### config.mk
export PLATFORM = sky130hd
export DESIGN_NAME = dmc_mode_ctrl
export DESIGN_NICKNAME = d
export VERILOG_FILES = /design/src/hw/dmc_pkg.sv /design/src/hw/dmc_mode_ctrl.sv /design/src/hw/dmc_spi_port.sv
export SDC_FILE = /design/constraint.sdc
export NUM_CORES = 1
export LEC_CHECK = 0
export BUFFER_PORTS_ARGS = -buffer_cell sky130_fd_sc_hd__clkbuf_2
export CAP_MARGIN = 20
export CORE_UTILIZATION = 60
export DETAILED_ROUTE_END_ITERATION = 8
export PLACE_DENSITY = 0.79
export SETUP_SLACK_MARGIN = 0.2
export SYNTH_ARGS = -nofsm -noshare
export SYNTH_HDL_FRONTEND = slang
export SYNTH_SLANG_ARGS = --single-unit
### constraint.sdc
create_clock -name clk -period 3.2 [get_ports clk]
set_clock_uncertainty 0.1 [all_clocks]
set_input_delay 0.16 -clock clk [delete_from_list [all_inputs] [get_ports clk]]
set_output_delay 0.16 -clock clk [all_outputs]
set_load 0.01 [all_outputs]
### src/hw/dmc_pkg.sv
// package of constants and types for the device mode controller
package dmc_pkg;

   // ==========================================================
   // register map
   localparam logic [6:0] ADDR_MODE_CTRL = 7'h01;
   localparam logic [6:0] ADDR_MODE_STAT = 7'h03;
   localparam logic [7:0] MODE_CTRL_RST = 8'h04;
   localparam logic [7:0] MODE_STAT_RST = 8'h20;
   localparam int MODE_SEL_LSB = 0;
   localparam int MODE_SEL_W = 3;
   localparam int STAT_SLEEP_CAUSE_BIT = 7;
   localparam int STAT_PREWARN_BIT = 6;
   localparam int STAT_NORMAL_PEND_BIT = 5;

   // ==========================================================
   // device mode select codes
   localparam logic [2:0] MODE_SEL_SLEEP = 3'h1;
   localparam logic [2:0] MODE_SEL_STANDBY = 3'h4;
   localparam logic [2:0] MODE_SEL_NORMAL = 3'h7;
   localparam logic [1:0] TRX_SEL_STANDBY = 2'h0;

   // ==========================================================
   // event flag positions
   localparam int EVT_N = 4;
   localparam int EVT_BUS = 0;
   localparam int EVT_LW_RISE = 1;
   localparam int EVT_LW_FALL = 2;
   localparam int EVT_PREWARN = 3;

   // ==========================================================
   // timing
   localparam int CLK_PERIOD_NS = 5;
   localparam int UV2SLEEP_NS = 1000000;
   localparam int RST_PULSE_NS = 20000;
   localparam int UV2SLEEP_CYC = (UV2SLEEP_NS + CLK_PERIOD_NS - 1) / CLK_PERIOD_NS;
   localparam int RST_PULSE_CYC = (RST_PULSE_NS + CLK_PERIOD_NS - 1) / CLK_PERIOD_NS;
   localparam int CNT_W = 24;

   // ==========================================================
   // serial port framing
   localparam int SPI_ADDR_W = 7;
   localparam int SPI_DATA_W = 8;
   localparam logic [4:0] SPI_ADDR_LAST = 5'h06;
   localparam logic [4:0] SPI_RW_BIT = 5'h07;
   localparam logic [4:0] SPI_DATA_FIRST = 5'h08;
   localparam logic [4:0] SPI_FRAME_LAST = 5'h0f;

   typedef enum logic [2:0] {
      DMC_STANDBY,
      DMC_NORMAL,
      DMC_SLEEP,
      DMC_OVERTEMP,
      DMC_MCU_RESET
   } dmc_mode_t;

endpackage

### src/hw/dmc_mode_ctrl.sv
// device operating mode controller with its two serial registers
// Behaviour
// - sleep turns regulator off, else like standby
// - sleep keeps registers accessible with interface supply
// - sleep left by standby or normal write
// - wake or event in sleep: regulator on, standby
// - timeout watchdog reset in sleep enters reset
// - sleep write needs no pending, one source
// - filtered undervoltage forces sleep, clears wake events
// - forced sleep enables bus, both local wakes
// - sleep cause bit: zero commanded, one forced
// - normal mode still sets wake and event flags
// - normal entered only by write from standby/sleep
// - overtemperature protection works only in normal
// - prewarning sets status, enabled event signals receive
// - shutdown in normal enters overtemp, transceiver off
// - overtemp ignores new wakes, keeps pending signalled
// - overtemp exits to standby on cooling or poweroff
// - reset mode needs watchdog, ends after pulse
// - mode control holds select, upper bits zero
// - select codes sleep, standby, normal; resets standby
// - mode status read-only, low bits zero
// - prewarning status follows temperature continuously
// - normal pending set until normal first entered
// - refused sleep write goes to standby instead
// - standby write needs valid interface supply
`timescale 1ns/1ps
module dmc_mode_ctrl
   import dmc_pkg::*;
#(
   parameter int UV2SLEEP_CYCLES = UV2SLEEP_CYC,
   parameter int RESET_PULSE_CYCLES = RST_PULSE_CYC
) (
   // clock and reset
   input wire logic clk,
   input wire logic rst,
   // serial register port pins
   input wire logic spi_sck,
   input wire logic spi_cs_n,
   input wire logic spi_sdi,
   output logic spi_sdo,
   output logic spi_sdo_oe,
   // supply monitors
   input wire logic vcc_uv,
   input wire logic vio_uv,
   input wire logic power_off,
   // temperature monitor
   input wire logic temp_prewarn,
   input wire logic temp_shutdown,
   input wire logic temp_recovered,
   // wake and event sources
   input wire logic bus_wake_det,
   input wire logic local_wake_rise,
   input wire logic local_wake_fall,
   input wire logic irq_pending,
   // watchdog
   input wire logic wdt_active,
   input wire logic wdt_timeout_mode,
   input wire logic wdt_reset,
   // wake configuration and event clearing from other registers
   input wire logic wake_cfg_wr,
   input wire logic wake_cfg_bus_en,
   input wire logic wake_cfg_rise_en,
   input wire logic wake_cfg_fall_en,
   input wire logic wake_cfg_sel_en,
   input wire logic overtemp_prewarn_irq_en,
   input wire logic [EVT_N-1:0] evt_clr,
   input wire logic [1:0] transceiver_mode_select,
   // mode outputs
   output logic regulator_enable_out,
   output logic trx_enable,
   output logic trx_off,
   output logic rxd_event_low,
   output logic [2:0] device_mode_select,
   // wake enables
   output logic bus_wake_enable,
   output logic local_wake_rise_enable,
   output logic local_wake_fall_enable,
   output logic selective_wake_enable,
   // flags
   output logic bus_wake_flag,
   output logic local_wake_rise_flag,
   output logic local_wake_fall_flag,
   output logic overtemp_prewarn_event,
   output logic overtemp_prewarn_flag,
   output logic sleep_entry_cause,
   output logic normal_pending_flag
);

   localparam logic [CNT_W-1:0] UV_LIM = CNT_W'(UV2SLEEP_CYCLES);
   localparam logic [CNT_W-1:0] RST_LIM = CNT_W'(RESET_PULSE_CYCLES - 1);

   typedef struct packed {
      dmc_mode_t mode;
      logic [CNT_W-1:0] uv_cnt;
      logic [CNT_W-1:0] rst_cnt;
      logic sleep_cause;
      logic normal_pend;
      logic prew_prev;
      logic prew_flag;
      logic [EVT_N-1:0] flags;
      logic bus_en;
      logic rise_en;
      logic fall_en;
      logic sel_en;
      logic reg_en;
      logic trx_en;
      logic trx_off;
      logic rxd_low;
      logic [2:0] mode_sel;
   } dmc_state_t;

   localparam dmc_state_t ST_RST = '{mode: DMC_STANDBY, uv_cnt: '0, rst_cnt: '0,
      sleep_cause: MODE_STAT_RST[STAT_SLEEP_CAUSE_BIT],
      normal_pend: MODE_STAT_RST[STAT_NORMAL_PEND_BIT],
      prew_prev: 1'b0, prew_flag: MODE_STAT_RST[STAT_PREWARN_BIT], flags: '0,
      bus_en: 1'b0, rise_en: 1'b0, fall_en: 1'b0, sel_en: 1'b0, reg_en: 1'b1,
      trx_en: 1'b0, trx_off: 1'b0, rxd_low: 1'b0,
      mode_sel: MODE_CTRL_RST[MODE_SEL_LSB +: MODE_SEL_W]};

   // overtemp and reset have no code of their own and read as standby
   function automatic logic [2:0] mode_code(input dmc_mode_t m);
      case (m)
         DMC_SLEEP: mode_code = MODE_SEL_SLEEP;
         DMC_NORMAL: mode_code = MODE_SEL_NORMAL;
         default: mode_code = MODE_SEL_STANDBY;
      endcase
   endfunction

   dmc_state_t s_ff;
   dmc_state_t nxt_s;
   logic [SPI_ADDR_W-1:0] reg_addr;
   logic reg_wr;
   logic [SPI_DATA_W-1:0] reg_wdata;
   logic [SPI_DATA_W-1:0] reg_rdata;

   // ==========================================================
   // serial port
   dmc_spi_port u_spi (
      .clk(clk),
      .rst(rst),
      .spi_sck(spi_sck),
      .spi_cs_n(spi_cs_n),
      .spi_sdi(spi_sdi),
      .spi_sdo(spi_sdo),
      .spi_sdo_oe(spi_sdo_oe),
      .reg_addr(reg_addr),
      .reg_wr(reg_wr),
      .reg_wdata(reg_wdata),
      .reg_rdata(reg_rdata)
   );

   always_comb begin
      case (reg_addr)
         ADDR_MODE_CTRL: reg_rdata = {5'h00, mode_code(s_ff.mode)};
         ADDR_MODE_STAT: reg_rdata = {s_ff.sleep_cause, s_ff.prew_flag,
                                      s_ff.normal_pend, 5'h00};
         default: reg_rdata = 8'h00;
      endcase
   end

   // ==========================================================
   // mode sequencing
   logic vio_ok;
   logic spi_ok;
   logic wr_mode;
   logic [2:0] sel;
   logic [EVT_N-1:0] set_vec;
   logic pending;
   logic any_src;
   logic uv_now;
   logic force_sleep;
   logic wdt_hit;

   always_comb begin
      nxt_s = s_ff;
      vio_ok = ~vio_uv;
      // interface unusable in overtemp, and in sleep without its supply
      spi_ok = (s_ff.mode != DMC_OVERTEMP) &&
               ((s_ff.mode != DMC_SLEEP) || vio_ok);
      wr_mode = reg_wr && (reg_addr == ADDR_MODE_CTRL) && spi_ok;
      sel = reg_wdata[MODE_SEL_LSB +: MODE_SEL_W];
      wdt_hit = wdt_reset && wdt_active;
      uv_now = vcc_uv || vio_uv;
      force_sleep = 1'b0;

      // event capture: new events are dropped while overheated
      set_vec[EVT_BUS] = bus_wake_det && s_ff.bus_en;
      set_vec[EVT_LW_RISE] = local_wake_rise && s_ff.rise_en;
      set_vec[EVT_LW_FALL] = local_wake_fall && s_ff.fall_en;
      set_vec[EVT_PREWARN] = temp_prewarn && !s_ff.prew_prev && overtemp_prewarn_irq_en &&
                             (s_ff.mode == DMC_NORMAL);
      if (s_ff.mode == DMC_OVERTEMP) begin
         set_vec = '0;
      end
      for (int i = 0; i < EVT_N; i++) begin
         // a set in the clearing cycle survives
         nxt_s.flags[i] = (s_ff.flags[i] && !evt_clr[i]) || set_vec[i];
      end
      pending = (|s_ff.flags) || (|set_vec) || irq_pending;
      any_src = s_ff.bus_en || s_ff.rise_en || s_ff.fall_en || s_ff.sel_en;

      if (wake_cfg_wr) begin
         nxt_s.bus_en = wake_cfg_bus_en;
         nxt_s.rise_en = wake_cfg_rise_en;
         nxt_s.fall_en = wake_cfg_fall_en;
         nxt_s.sel_en = wake_cfg_sel_en;
      end

      // undervoltage filter runs only in standby and normal
      if (((s_ff.mode == DMC_STANDBY) || (s_ff.mode == DMC_NORMAL)) && uv_now) begin
         if (s_ff.uv_cnt != UV_LIM) begin
            nxt_s.uv_cnt = s_ff.uv_cnt + 1'b1;
         end
      end else begin
         nxt_s.uv_cnt = '0;
      end

      case (s_ff.mode)
         DMC_STANDBY, DMC_NORMAL: begin
            if ((s_ff.mode == DMC_NORMAL) && temp_shutdown) begin
               nxt_s.mode = DMC_OVERTEMP;
            end else if (wdt_hit) begin
               nxt_s.mode = DMC_MCU_RESET;
               nxt_s.rst_cnt = '0;
            end else if (s_ff.uv_cnt == UV_LIM) begin
               force_sleep = 1'b1;
            end else if (wr_mode) begin
               case (sel)
                  MODE_SEL_SLEEP: begin
                     if (!pending && any_src) begin
                        nxt_s.mode = DMC_SLEEP;
                        nxt_s.sleep_cause = 1'b0;
                     end else begin
                        nxt_s.mode = DMC_STANDBY;
                     end
                  end
                  MODE_SEL_STANDBY: begin
                     if (vio_ok) begin
                        nxt_s.mode = DMC_STANDBY;
                     end
                  end
                  MODE_SEL_NORMAL: begin
                     nxt_s.mode = DMC_NORMAL;
                  end
                  default: begin
                     nxt_s.mode = s_ff.mode;
                  end
               endcase
            end
         end
         DMC_SLEEP: begin
            if (wdt_hit && wdt_timeout_mode) begin
               nxt_s.mode = DMC_MCU_RESET;
               nxt_s.rst_cnt = '0;
            end else if ((|set_vec) || irq_pending) begin
               nxt_s.mode = DMC_STANDBY;
            end else if (wr_mode && vio_ok) begin
               case (sel)
                  MODE_SEL_STANDBY: nxt_s.mode = DMC_STANDBY;
                  MODE_SEL_NORMAL: nxt_s.mode = DMC_NORMAL;
                  default: nxt_s.mode = s_ff.mode;
               endcase
            end
         end
         DMC_OVERTEMP: begin
            if (temp_recovered || power_off) begin
               nxt_s.mode = DMC_STANDBY;
            end
         end
         DMC_MCU_RESET: begin
            if (s_ff.rst_cnt >= RST_LIM) begin
               nxt_s.mode = DMC_STANDBY;
            end else begin
               nxt_s.rst_cnt = s_ff.rst_cnt + 1'b1;
            end
         end
         default: begin
            nxt_s.mode = DMC_STANDBY;
         end
      endcase

      // forced sleep wipes pending events even against a same-cycle set
      if (force_sleep) begin
         nxt_s.mode = DMC_SLEEP;
         nxt_s.flags = '0;
         nxt_s.bus_en = 1'b1;
         nxt_s.rise_en = 1'b1;
         nxt_s.fall_en = 1'b1;
         nxt_s.sel_en = 1'b0;
         nxt_s.sleep_cause = 1'b1;
      end

      if ((nxt_s.mode == DMC_NORMAL) && (s_ff.mode != DMC_NORMAL)) begin
         nxt_s.normal_pend = 1'b0;
      end
      nxt_s.prew_prev = temp_prewarn;
      nxt_s.prew_flag = temp_prewarn;

      // registered pin levels follow the next mode
      nxt_s.reg_en = (nxt_s.mode != DMC_SLEEP) &&
                     (nxt_s.mode != DMC_MCU_RESET);
      nxt_s.trx_en = (nxt_s.mode == DMC_NORMAL);
      nxt_s.trx_off = (nxt_s.mode == DMC_OVERTEMP) ||
                      (nxt_s.mode == DMC_MCU_RESET);
      // receive line carries bus data in normal unless transceiver is in standby
      nxt_s.rxd_low = ((|nxt_s.flags) || irq_pending) &&
                      ((nxt_s.mode != DMC_NORMAL) ||
                       (transceiver_mode_select == TRX_SEL_STANDBY));
      nxt_s.mode_sel = mode_code(nxt_s.mode);
   end

   always_ff @(posedge clk) begin
      if (rst) begin
         s_ff <= ST_RST;
      end else begin
         s_ff <= nxt_s;
      end
   end

   // ==========================================================
   // outputs
   assign regulator_enable_out = s_ff.reg_en;
   assign trx_enable = s_ff.trx_en;
   assign trx_off = s_ff.trx_off;
   assign rxd_event_low = s_ff.rxd_low;
   assign device_mode_select = s_ff.mode_sel;
   assign bus_wake_enable = s_ff.bus_en;
   assign local_wake_rise_enable = s_ff.rise_en;
   assign local_wake_fall_enable = s_ff.fall_en;
   assign selective_wake_enable = s_ff.sel_en;
   assign bus_wake_flag = s_ff.flags[EVT_BUS];
   assign local_wake_rise_flag = s_ff.flags[EVT_LW_RISE];
   assign local_wake_fall_flag = s_ff.flags[EVT_LW_FALL];
   assign overtemp_prewarn_event = s_ff.flags[EVT_PREWARN];
   assign overtemp_prewarn_flag = s_ff.prew_flag;
   assign sleep_entry_cause = s_ff.sleep_cause;
   assign normal_pending_flag = s_ff.normal_pend;

endmodule // dmc_mode_ctrl

### src/hw/dmc_spi_port.sv
// serial register port: pins sampled by the system clock
`timescale 1ns/1ps
module dmc_spi_port
   import dmc_pkg::*;
(
   // clock and reset
   input wire logic clk,
   input wire logic rst,
   // pins
   input wire logic spi_sck,
   input wire logic spi_cs_n,
   input wire logic spi_sdi,
   output logic spi_sdo,
   output logic spi_sdo_oe,
   // register side
   output logic [SPI_ADDR_W-1:0] reg_addr,
   output logic reg_wr,
   output logic [SPI_DATA_W-1:0] reg_wdata,
   input wire logic [SPI_DATA_W-1:0] reg_rdata
);

   typedef struct packed {
      logic sck_s1;
      logic sck_s2;
      logic sck_s3;
      logic cs_s1;
      logic cs_s2;
      logic sdi_s1;
      logic sdi_s2;
      logic [4:0] bit_cnt;
      logic rw_read;
      logic [SPI_DATA_W-1:0] in_sh;
      logic [SPI_DATA_W-1:0] out_sh;
      logic [SPI_ADDR_W-1:0] addr;
      logic [SPI_DATA_W-1:0] wdata;
      logic wr;
      logic sdo;
      logic sdo_oe;
   } dmc_spi_st_t;

   localparam dmc_spi_st_t SPI_RST = '{sck_s1: 1'b0, sck_s2: 1'b0, sck_s3: 1'b0,
      cs_s1: 1'b1, cs_s2: 1'b1, sdi_s1: 1'b0, sdi_s2: 1'b0, bit_cnt: 5'h00,
      rw_read: 1'b0, in_sh: 8'h00, out_sh: 8'h00, addr: 7'h00, wdata: 8'h00,
      wr: 1'b0, sdo: 1'b0, sdo_oe: 1'b0};

   dmc_spi_st_t s_ff;
   dmc_spi_st_t nxt_s;
   logic rise;
   logic fall;

   always_comb begin
      nxt_s = s_ff;
      // first stages feed only the second stages
      nxt_s.sck_s1 = spi_sck;
      nxt_s.sck_s2 = s_ff.sck_s1;
      nxt_s.sck_s3 = s_ff.sck_s2;
      nxt_s.cs_s1 = spi_cs_n;
      nxt_s.cs_s2 = s_ff.cs_s1;
      nxt_s.sdi_s1 = spi_sdi;
      nxt_s.sdi_s2 = s_ff.sdi_s1;
      nxt_s.wr = 1'b0;
      rise = s_ff.sck_s2 & ~s_ff.sck_s3;
      fall = ~s_ff.sck_s2 & s_ff.sck_s3;
      if (s_ff.cs_s2) begin
         nxt_s.bit_cnt = 5'h00;
         nxt_s.sdo_oe = 1'b0;
         nxt_s.sdo = 1'b0;
      end else begin
         nxt_s.sdo_oe = 1'b1;
         if (rise) begin
            nxt_s.in_sh = {s_ff.in_sh[SPI_DATA_W-2:0], s_ff.sdi_s2};
            nxt_s.bit_cnt = s_ff.bit_cnt + 5'h01;
            if (s_ff.bit_cnt == SPI_ADDR_LAST) begin
               nxt_s.addr = {s_ff.in_sh[SPI_ADDR_W-2:0], s_ff.sdi_s2};
            end
            if (s_ff.bit_cnt == SPI_RW_BIT) begin
               nxt_s.rw_read = s_ff.sdi_s2;
               // read data must sit on the pin before the next rising edge
               nxt_s.sdo = reg_rdata[SPI_DATA_W-1];
               nxt_s.out_sh = {reg_rdata[SPI_DATA_W-2:0], 1'b0};
            end
            if (s_ff.bit_cnt == SPI_FRAME_LAST) begin
               nxt_s.wr = ~s_ff.rw_read;
               nxt_s.wdata = {s_ff.in_sh[SPI_DATA_W-2:0], s_ff.sdi_s2};
               nxt_s.bit_cnt = 5'h00;
            end
         end else if (fall && (s_ff.bit_cnt > SPI_DATA_FIRST)) begin
            nxt_s.sdo = s_ff.out_sh[SPI_DATA_W-1];
            nxt_s.out_sh = {s_ff.out_sh[SPI_DATA_W-2:0], 1'b0};
         end
      end
   end

   always_ff @(posedge clk) begin
      if (rst) begin
         s_ff <= SPI_RST;
      end else begin
         s_ff <= nxt_s;
      end
   end

   assign spi_sdo = s_ff.sdo;
   assign spi_sdo_oe = s_ff.sdo_oe;
   assign reg_addr = s_ff.addr;
   assign reg_wr = s_ff.wr;
   assign reg_wdata = s_ff.wdata;

endmodule // dmc_spi_port

; ---- Word level (Yosys, flattened, before mapping)
; Index checks and enable logic that the tools add are counted.
[op_classes]
n_eq_ne = 32
n_lt_le_gt_ge = 2
muxes = 45
add_sub_neg = 3
n_reduce_logical = 71
bitwise_logic = 10
[op_table]
columns = op, count
row1 = 24-bit two-way mux, 3
row2 = 24-bit case mux with 3 select lines, 1
row3 = "24-bit by 1-bit adder with 24-bit output, second input constant", 2
row4 = 3-bit two-way mux, 11
row5 = 8-bit two-way mux, 4
row6 = 25-bit two-way mux, 1
row7 = "24-bit by 18-bit == test with 1-bit output, second input constant", 1
row8 = "24-bit by 12-bit greater-or-equal comparator with 1-bit output, second input constant", 1
row9 = "24-bit by 18-bit inequality test with 1-bit output, second input constant", 1
row10 = 1-bit logical AND, 23
row11 = 3-bit case mux with 2 select lines, 3
row12 = 1-bit logical OR, 17
row13 = "2-bit inequality test, second input constant", 8
row14 = 8-bit case mux with 2 select lines, 1
row15 = 4-bit OR reduction, 4
row16 = 1-bit two-way mux, 15
row17 = "3-bit by 2-bit == test with 1-bit output, second input constant", 4
row18 = "3-bit == test, second input constant", 4
row19 = 3-bit case mux with 4 select lines, 1
row20 = 3-bit AND reduction, 4
row21 = 2-bit nonzero test, 6
row22 = "5-bit by 3-bit == test with 1-bit output, second input constant", 2
row23 = "3-bit by 1-bit == test with 1-bit output, second input constant", 3
row24 = "3-bit by 2-bit inequality test with 1-bit output, second input constant", 3
row25 = 21 further kinds, 40
[word_totals]
regBits = 109
output_inout_bits = 20

; ---- Longest topological paths before layout
; Gate-level depths: netlist of run 1.
[depth]
ltp_word = 21
mapped_depth = 10
depth_no_buf = 9

; ---- Cells and area by module
; Synthesis of run 1 repeated with hierarchy kept, for this count alone.
[hier_totals]
hier_cells = 546
area_unflattened_um2 = 5079.9
[modules_own_cells]
columns = mod, n_inst, seq_area_each_um2, cells_each, area_per_inst_um2
row1 = dmc_mode_ctrl, 1, 1361.3, 362, 3170.5
row2 = dmc_spi_port, 1, 900.9, 184, 1909.3

; ---- Worst setup path before layout of run 1
; No wires, ideal clock.
[synth_timing]
kind = reg-to-reg
from = register s_ff (netlist bit bus_wake_enable)
to = register s_ff (netlist bit device_mode_select[0])
arrival_time_ps = 1963
setup_time_ps = 67
path_stages_with_launch = 8
setup_slack_ps = 1069
t_required_ps = 3033
cell_sequence = dfxtp_1 -> a222oi_1 -> o221ai_2 -> or4_4 -> a2111oi_4 -> nor3_2 -> nand2b_4 -> a21oi_2
[synth_between]
elab_chain_cells = 17
[synth_rtl]
columns = item, line_no
row1 = from (decl), dmc_mode_ctrl.sv:130  ; dmc_state_t s_ff;
row2 = from (signal assigned), dmc_mode_ctrl.sv:317  ; s_ff <= nxt_s;
row3 = 1-bit logical AND, dmc_mode_ctrl.sv:188  ; set_vec[EVT_BUS] = bus_wake_det && s_ff.bus_en;
row4 = 4-bit two-way mux, dmc_mode_ctrl.sv:193  ; if (s_ff.mode == DMC_OVERTEMP) begin
row5 = 4-bit OR reduction, "dmc_mode_ctrl.sv:200, dmc_mode_ctrl.sv:256"
row6 = 1-bit logical OR (2 in series), dmc_mode_ctrl.sv:200  ; pending = (|s_ff.flags) || (|set_vec) || irq_pending;
row7 = 1-bit zero test, dmc_mode_ctrl.sv:231  ; if (!pending && any_src) begin
row8 = 1-bit logical AND, dmc_mode_ctrl.sv:231
row9 = 2-bit two-way mux, dmc_mode_ctrl.sv:231
row10 = 3-bit case mux with 3 select lines, dmc_mode_ctrl.sv:229  ; case (sel)
row11 = 3-bit two-way mux, dmc_mode_ctrl.sv:228  ; end else if (wr_mode) begin
row12 = 3-bit two-way mux, dmc_mode_ctrl.sv:226  ; end else if (s_ff.uv_cnt == UV_LIM) begin
row13 = 3-bit two-way mux, dmc_mode_ctrl.sv:223  ; end else if (wdt_hit) begin
row14 = 3-bit two-way mux, dmc_mode_ctrl.sv:221  ; if ((s_ff.mode == DMC_NORMAL) && temp_shutdown) begin
row15 = 3-bit case mux with 4 select lines *, dmc_mode_ctrl.sv:219  ; case (s_ff.mode)
row16 = 3-bit two-way mux *, dmc_mode_ctrl.sv:284  ; if (force_sleep) begin
row17 = 3-bit by 1-bit == test with 1-bit output or 3-bit by 2-bit == test with 1-bit output (tied branches), dmc_mode_ctrl.sv:123  ; case (m)
row18 = 3-bit case mux with 2 select lines *, dmc_mode_ctrl.sv:123
; Every way passes the cells marked *; elsewhere a longest branch is shown, timed or not.
; A chain may end at the register's enable or synchronous reset.

; ---- Worst setup path in the final report of run 1
[layout_timing]
from = register u_spi.s_ff[44] (netlist name)
to = register u_spi.s_ff[25] (netlist name)
[layout_between]
elab_chain_cells = 4
[layout_rtl]
columns = item, line_no
row1 = from (decl), dmc_spi_port.sv:46  ; dmc_spi_st_t s_ff;
row2 = from (signal assigned), dmc_spi_port.sv:98  ; s_ff <= nxt_s;
row3 = 1-bit inverter or 1-bit bitwise AND (tied branches), "dmc_spi_port.sv:62, dmc_spi_port.sv:63"
row4 = 1-bit bitwise AND or 1-bit logical AND (tied branches), "dmc_spi_port.sv:62, dmc_spi_port.sv:87"
row5 = 2-bit inequality test (no source line) or 2-bit nonzero test (tied branches), --
row6 = 3-bit AND reduction (no source line), --
; Parallel ways exist; a longest one is shown, timed or not.

==> results of run 1 <==
## critical path, cell delays in order, from the launching register on
cell	delay [ps]
dfxtp_1	330
nand2b_1	430
o41ai_1	570
nor2b_1	710
nor2_1	100
a211oi_1	280
## metrics by stage
| step | area, um2 | total power [mW] |
|---|---|---|
| CTS | 5279 | 2.386 |
| detailed placement | 4989 | 1.515 |
| global route | 5279 | 2.463 |
| floorplan | 4718 | 1.468 |
| global placement | 4989 | 1.513 |
| finish | 5279 | 2.367 |
## worst paths after layout
check                                endpoint  cells after the start
setup / recovery  u_spi.s_ff[25]$_SDFFE_PP0P_                      5
hold reg to reg     u_spi.s_ff[42]$_SDFF_PP1_                      1
setup reg to reg  u_spi.s_ff[25]$_SDFFE_PP0P_                      5
hold / removal       rxd_event_low$_SDFF_PP0_                      3
## logic make-up (layout without fill, tap and decap cells)
logic type	Yosys count	after routing	synth area share, %
xor gates and xnor gates	29	29	5.383
adders and majority gates	6	6	1.591
DFF	107	107	45.40
AOI/OAI and AO/OA	97	97	14.13
buffers and inverters	42	92	3.978
muxes	14	14	2.970
and+or+nand+nor	242	242	26.55
## Yosys cell counts, types with 4 or more instances
cell      number
a22oi_1        4
nand3_1       21
and4_1         4
o21a_1         4
nor3_1        12
xnor2_1        9
a21oi_1       36
and2_1         5
nand2b_1      11
nand4_1        9
a211oi_1       6
buf_4          4
mux2i_1       14
o21ai_0       16
xor2_1        20
ha_1           6
nor2_1        79
nor4_1         6
dfxtp_1      107
clkbuf_1      15
or3_1          4
and3_1        15
nor2b_1       10
inv_1         15
a32oi_1        4
nand2_1       41
## flip-flops by register name, summed over array words and instances (netlist names), 3 cells and up
register	flops
s_ff	51
u_spi.reg_addr	7
u_spi.reg_wdata	3
device_mode_select	3
u_spi.nxt_s	4
u_spi.s_ff	22
## per-layer routing
| metal | share of wire, % | track usage (%) |
|---|---|---|
| met1 | 44 | 31.48 |
| met4 | 2.0 | 10.22 |
| met2 | 50 | 45.45 |
| met5 | 0 | 0 |
| met3 | 4.1 | 6.818 |
## final cells by class
type	count	area [um2]	area share (%)
Sequential cell	107	2142	40.58
Clock buffer	12	135.1	2.560
Inverter	16	60.06	1.138
Timing Repair Buffer	60	347.8	6.589
Multi-Input combinational cell	388	2395	45.37
Clock inverter	4	75.07	1.422
Tap cell	99	123.9	2.347
## power by group through the flow
stage	registers, mW	logic (mW)	clock network, mW
after floorplan	1.39	0.0762	0
after global routing	1.37	0.143	0.953
after global placement	1.39	0.119	0
after detailed placement	1.39	0.121	0
after CTS	1.36	0.129	0.893
final	1.36	0.130	0.873
==> impl_metrics.json, run 1 <==
{
  "clockBufferDepth": 2,
  "syn_nets": 573,
  "dr.pass1.iters": 5,
  "drtIter0Drc": 259,
  "dp_slack_ps": 611.5,
  "initial_utilization_pct": 63.69,
  "layout_commonest_cell": "dfxtp_1",
  "reg2reg_setup_slack_ps": 580,
  "cp-start-kind": "flip-flop",
  "htree_levels": 3,
  "hold_viol_final": 0,
  "min_path_type": "in2reg",
  "syn_to_final_growth_pct": 11.88,
  "overflow": 0,
  "synthCells": 537,
  "post_cts_buffers": 0,
  "clk_pin_slew_ps": 90,
  "power.leakage_nw": 1.959,
  "cts_root_buf": "clkbuf_8",
  "finalCritPeriodShare_pct": 81.92,
  "vias": 4020,
  "hpwl_mm": 7.447,
  "final_nets": 618,
  "rsz0062_at_grt": "false",
  "vias_per_cell": 5.860,
  "syn_area_um2": 4718,
  "worstSetupPathType": "reg2reg",
  "p_comb_share_pct": 5.5,
  "wl_per_cell_um": 15.21,
  "synthDominantCellAreaShare_pct": 45.40,
  "clock_power_share_pct": 36.9,
  "grt_max_degree": 37,
  "die_w_um": 90.68,
  "max_freq_ghz": 0.3815,
  "ys_top_cells_by_area": "dfxtp_1, nor2_1, a21oi_1, xor2_1, nand2_1",
  "cp-startpoint": "u_spi.s_ff[44]$_SDFF_PP0_",
  "cts_buffers": 9,
  "power_density_nw_per_um2": 448.5,
  "p_sw_mw": 0.5231,
  "dp_cells": 662,
  "min_from": "transceiver_mode_select[0]",
  "cts_sinks": 107,
  "drc_errors": 0,
  "cp-end-kind": "flip-flop",
  "cap_violations": 0,
  "relSlewSlack_pct": 47.16,
  "cts_tree": "built",
  "antennaDiodeCount": 0,
  "ys_async_sr_fraction_pct": 0,
  "crit_required_ps": 3360,
  "grt_pass1_wl_mm": 17.48,
  "seqPwrFrac_pct": 57.6,
  "yosys_warnings": 0,
  "ios": 50,
  "p_int_mw": 1.844,
  "finalMaxSlewViolations": 0,
  "yosysTopAreaCell": "dfxtp_1",
  "yosysSeqAreaShare_pct": 45.40,
  "r2r_start": "u_spi.s_ff[44]$_SDFF_PP0_",
  "fin_setup_tns_ps": 0,
  "layout.cells.most_common_list": "dfxtp_1, nor2_1, clkbuf_2",
  "cp_max_fo": 17,
  "gp_congestion": 0.8627,
  "synth-seq-cells": 107,
  "die_area_um2": 8223,
  "cts_hold_buf": 8,
  "core_area_um2": 7408,
  "fp.dieH_um": 90.68,
  "yosysUniqueCellTypes": 69,
  "ant_nets": 0,
  "groute.usage.overall_pct": 26.47,
  "synth-edff-count": 0,
  "setup_violations": 0,
  "avgSynthCellArea_um2": 8.786,
  "status": "complete, no violations",
  "drt_wl_total_mm": 10.44,
  "worst_slack_ps": 578.4,
  "tightest_slew_ps": 790.9,
  "fin_cells": 686,
  "first_global_vias": 3802,
  "port_buffers": 49,
  "drive_above_1_share_pct": 14.14,
  "rows": 31,
  "p_sw_share_pct": 22.10,
  "ys.flop_type": "dfxtp_1",
  "crit_arrival_ps": 2780,
  "timing.hold.ws_ps": 18.35,
  "n_fill_cell": 583,
  "antenna_found_initial": 0,
  "finalCriticalPeriod_ps": 2622,
  "worst_ir_drop_vdd_mv": 0.3089,
  "cts_resized": 0,
  "fin_util_pct": 71.25,
  "insertion_delay_ps": 370
}
Note: power is estimated with default switching activity, not from simulation.
==> run 2: changes to the inputs <==
--- a/config.mk
+++ b/config.mk
@@ -7,9 +7,9 @@
 export LEC_CHECK = 0
 export BUFFER_PORTS_ARGS = -buffer_cell sky130_fd_sc_hd__clkbuf_2
 export CAP_MARGIN = 20
-export CORE_UTILIZATION = 60
+export CORE_UTILIZATION = 58
 export DETAILED_ROUTE_END_ITERATION = 8
-export PLACE_DENSITY = 0.79
+export PLACE_DENSITY = 0.77
 export SETUP_SLACK_MARGIN = 0.2
 export SYNTH_ARGS = -nofsm -noshare
 export SYNTH_HDL_FRONTEND = slang
==> constraint.sdc (replaced) <==
create_clock -name clk -period 2.65 [get_ports clk]
set_clock_uncertainty 0.1 [all_clocks]
set_input_delay 0.1325 -clock clk [delete_from_list [all_inputs] [get_ports clk]]
set_output_delay 0.1325 -clock clk [all_outputs]
set_load 0.01 [all_outputs]
==> run 2 against run 1 <==
- core utilization is 2.8 points lower
- via count is 2.1% lower
- worst setup slack worse by 230 ps
- hold slack better by 1.5 ps
- sequential share of layout area is 0.49 points lower
- design area is 1.3% higher
- die area is 3.4% higher
- clock power is 18% higher
- power is 20% higher
- count of clock-buffer cells in the layout is 1 lower
- critical endpoint is now rxd_event_low$_SDFF_PP0_
- wire length is 4.3% lower
==> impl_metrics.json, run 2 (synthesis results as in run 1) <==
{
  "hold_viol_final": 0,
  "reg2reg_setup_slack_ps": 350,
  "die_area_um2": 8500,
  "fin_cells": 696,
  "setup_violations": 0,
  "vias_per_cell": 5.655,
  "worst_ir_drop_vdd_mv": 0.3724,
  "multi_input_area_um2": 2399,
  "crit_required_ps": 2800,
  "fin_setup_tns_ps": 0,
  "dr.pass1.iters": 8,
  "cp_max_fo": 10,
  "cp-start-kind": "flip-flop",
  "drc_errors": 0,
  "cp-end-kind": "flip-flop",
  "clockBufferDepth": 2,
  "drive_above_1_share_pct": 15.49,
  "drt_wl_total_mm": 9.987,
  "max_freq_ghz": 0.4344,
  "hpwl_mm": 7.146,
  "layout.cells.most_common_list": "dfxtp_1, nor2_1, clkbuf_2",
  "gp_congestion": 0.9093,
  "first_global_vias": 3738,
  "relSlewSlack_pct": 54.13,
  "grt_max_degree": 34,
  "power.leakage_nw": 2.009,
  "initial_utilization_pct": 60.43,
  "clk_pin_slew_ps": 90,
  "grt_pass1_wl_mm": 16.78,
  "rsz0062_at_grt": "false",
  "cts_buffers": 9,
  "insertion_delay_ps": 360,
  "drtIter0Drc": 182,
  "ant_nets": 0,
  "n_fill_cell": 664,
  "p_total_mw": 2.842,
  "syn_to_final_growth_pct": 13.31,
  "core_area_um2": 7807,
  "dp_cells": 672,
  "top_register": "s_ff",
  "status": "complete, no violations",
  "die_w_um": 92.20,
  "cts_tree": "built",
  "groute.usage.overall_pct": 24.70,
  "cts_root_buf": "clkbuf_8",
  "final_nets": 627,
  "layout_commonest_cell": "dfxtp_1",
  "dp_slack_ps": 335.5,
  "tightest_slew_ps": 688.1,
  "worstSetupPathType": "reg2reg",
  "crit_arrival_ps": 2460,
  "antenna_found_initial": 0,
  "ios": 50,
  "port_buffers": 49,
  "worst_path_max_delay_cell": "dfxtp_1",
  "htree_levels": 3,
  "vias": 3936,
  "seqCellArea_um2": 2143,
  "rows": 32,
  "cap_violations": 0,
  "worst_slack_ps": 348.0,
  "finalCritPeriodShare_pct": 86.87,
  "overflow": 0,
  "fin_util_pct": 68.48,
  "fp.dieH_um": 92.20,
  "power_density_nw_per_um2": 531.6,
  "dpl_cell_area_um2": 5045,
  "finalCriticalPeriod_ps": 2302,
  "finalMaxSlewViolations": 0,
  "timing.hold.ws_ps": 19.85,
  "min_path_type": "in2reg",
  "antennaDiodeCount": 0,
  "cp_slowest_stage_delay_ps": 500,
  "path_cells": "nand2b_1 -> o2111a_1 -> a2111oi_0 -> nand2_1 -> o311a_4 -> nand2b_4 -> o22a_1",
  "wl_per_cell_um": 14.35,
  "fin_area_um2": 5346,
  "largest_register_ffs": 51,
  "cts_sinks": 107
}
-- run 2: timing repair --
| item | CTS | global route |
|---|---|---|
| hold buffers | 10 | 0 |
| resized for setup | 0 | 3 |
| endpoints found under the setup margin | 0 | 3 |
| setup buffers | 0 | 0 |
| hold endpoints to repair | 9 | 0 |
-- run 2: per-layer routing --
layer	global-route usage (%)	wire (um)
met5	0	0
met4	6.120	145
met3	6.468	360
met2	43.22	4825
met1	30.06	4655
-- run 2: path summary, 6_finish.rpt --
kind,cells after the start,start,end
worst min register to register,1,u_spi.s_ff[34]$_SDFFE_PP0P_,u_spi.reg_wr$_SDFF_PP0_
worst max register to register,7,s_ff[68]$_SDFF_PP0_,rxd_event_low$_SDFF_PP0_
worst max-delay path,7,s_ff[68]$_SDFF_PP0_,rxd_event_low$_SDFF_PP0_
worst min-delay path,4,evt_clr[0],bus_wake_flag$_SDFF_PP0_
-- run 2: area by class of cell --
type                    count  area share (%)
multi-input cells         388           44.86
flip-flops and latches    107           40.09
repair buffers             69           7.863
clock buffers              11           2.457
well taps                 102           2.387
clock inverters             3           1.217
inverters                  16           1.123
-- run 2: critical path, delay by kind of cell (launching register included) --
| kind | cells | cell delay, ps |
|---|---|---|
| AOI/OAI and AO/OA | 4 | 1140 |
| DFF | 1 | 500 |
| and+or+nand+nor | 3 | 470 |
-- run 2: power by group --
part           switching (mW)  internal (mW)
clock network           0.511          0.522
registers              0.0191           1.63
logic                  0.0929         0.0698
total                   0.623           2.22
==> run 3: changes to the inputs <==
--- a/config.mk
+++ b/config.mk
@@ -5,7 +5,7 @@
 export SDC_FILE = /design/constraint.sdc
 export NUM_CORES = 1
 export LEC_CHECK = 0
-export BUFFER_PORTS_ARGS = -buffer_cell sky130_fd_sc_hd__clkbuf_2
+export BUFFER_PORTS_ARGS = -buffer_cell sky130_fd_sc_hd__buf_2
 export CAP_MARGIN = 20
 export CORE_UTILIZATION = 58
 export DETAILED_ROUTE_END_ITERATION = 8
==> run 3 against run 2 <==
- global-route usage hardly changed
- first-iteration DRC count is 6.6% higher
- hold slack better by 4.2 ps
- die area stayed put
- via count is 1.5% higher
- flip-flop and latch count stayed put
- non-clock buffer count is 1 lower
- critical path depth stayed put
- power is 0.12% higher
- clock power hardly changed
==> impl_metrics.json, run 3 (synthesis results as in run 1) <==
{
  "power_density_nw_per_um2": 531.2,
  "largest_register_ffs": 51,
  "initial_utilization_pct": 60.43,
  "rows": 32,
  "groute.usage.overall_pct": 24.67,
  "timing.hold.ws_ps": 24.04,
  "ios": 50,
  "clockBufferDepth": 2,
  "die_w_um": 92.20,
  "cp_slowest_stage_delay_ps": 580,
  "antennaDiodeCount": 0,
  "grt_max_degree": 30,
  "dr.pass1.iters": 4,
  "tightest_slew_ps": 661.0,
  "layout.cells.most_common_list": "dfxtp_1, nor2_1, buf_2",
  "power.leakage_nw": 2.003,
  "cp_max_fo": 5,
  "crit_family": "compound AO/OA/AOI/OAI gates",
  "cts_sinks": 107,
  "drive_above_1_share_pct": 15.97,
  "cap_violations": 0,
  "crit_arrival_ps": 2520,
  "fp.dieH_um": 92.20,
  "status": "complete, no violations",
  "port_buffers": 49,
  "cts_buffers": 9,
  "wl_per_cell_um": 14.49,
  "multi_input_area_um2": 2405,
  "path_buf_inv": 0,
  "gp_congestion": 0.9060,
  "htree_levels": 3,
  "worst_slack_ps": 342.0,
  "first_global_vias": 3639,
  "ant_nets": 0,
  "clk_pin_slew_ps": 100,
  "cp-end-kind": "flip-flop",
  "hpwl_mm": 7.206,
  "rsz0062_at_grt": "false",
  "drc_errors": 0,
  "seqCellArea_um2": 2143,
  "grt_pass1_wl_mm": 16.64,
  "finalMaxSlewViolations": 0,
  "crit_required_ps": 2860,
  "min_path_cells": 3,
  "worst_path_max_delay_cell": "or4_4",
  "insertion_delay_ps": 370,
  "post_cts_buffers": 0,
  "antenna_found_initial": 0,
  "dp_slack_ps": 205.4,
  "drtIter0Drc": 194,
  "syn_to_final_growth_pct": 13.52,
  "path_cells": "a222oi_1 -> o221ai_2 -> or4_4 -> a2111oi_4 -> nor3_2 -> nand2b_4 -> a21oi_2",
  "max_freq_ghz": 0.4333,
  "finalCritPeriodShare_pct": 87.09,
  "n_fill_cell": 657,
  "vias": 3995,
  "r2r_cells": 7,
  "core_area_um2": 7807,
  "finalCriticalPeriod_ps": 2308,
  "cts_tree": "built",
  "cp-start-kind": "flip-flop",
  "worstSetupPathType": "reg2reg",
  "top_register": "s_ff",
  "drt_wl_total_mm": 10.10,
  "cts_root_buf": "clkbuf_8",
  "fin_setup_tns_ps": 0,
  "die_area_um2": 8500,
  "final_nets": 626,
  "hold_viol_final": 0,
  "path_depth": 7,
  "p_total_mw": 2.846,
  "setup_violations": 0,
  "min_path_type": "in2reg",
  "worst_ir_drop_vdd_mv": 0.3508,
  "fin_util_pct": 68.61,
  "relSlewSlack_pct": 55.84,
  "reg2reg_setup_slack_ps": 340,
  "overflow": 0,
  "layout_commonest_cell": "dfxtp_1",
  "vias_per_cell": 5.732
}
-- run 3: per-stage QoR --
stage                     cells  area, um2
after floorplan             537       4718
after global placement      671       5037
after detailed placement    671       5037
after CTS                   697       5346
after global routing        697       5356
final                       697       5356
-- run 3: worst paths after layout --
path / startpoint / to
max reg2reg: bus_wake_enable$_SDFFE_PP0P_ / device_mode_select[0]$_SDFF_PP0_
min reg2reg: u_spi.s_ff[34]$_SDFFE_PP0P_ / u_spi.reg_wr$_SDFF_PP0_
max: bus_wake_enable$_SDFFE_PP0P_ / device_mode_select[0]$_SDFF_PP0_
min: bus_wake_det / bus_wake_flag$_SDFF_PP0_
-- run 3: worst min-delay path, cell delays in order --
cell and delay, ps:
buf_2 90, a32oi_1 110, nor3_1 120
-- run 3: layout make-up --
type	count	area share, %
flip-flops and latches	107	40.01
inverters	16	1.121
clock inverters	7	1.565
repair buffers	68	7.708
well taps	102	2.383
multi-input cells	388	44.90
clock buffers	9	2.313
-- run 3: what timing repair did --
item	CTS	global route
cloned	0	0
hold endpoints to repair	9	0
endpoints found under the setup margin	2	4
resized for setup	1	4
hold buffers	10	0
-- run 3: metal layers --
metal  GRT usage [%]  vias to the layer above  wire length (um)
met5               0                        -                 0
met4           12.50                        0               347
met3           5.224                       27               441
met2           41.42                       93              4823
met1           29.72                     1889              4485
li1                -                     1986                 -
-- run 3: report_power, final --
group	switching [mW]	internal, mW	total (mW)	leakage, nW
logic	0.0961	0.0713	0.167	1.04
clock network	0.581	0.453	1.03	0.0959
registers	0.0166	1.63	1.64	0.866
total	0.694	2.15	2.85	2.00
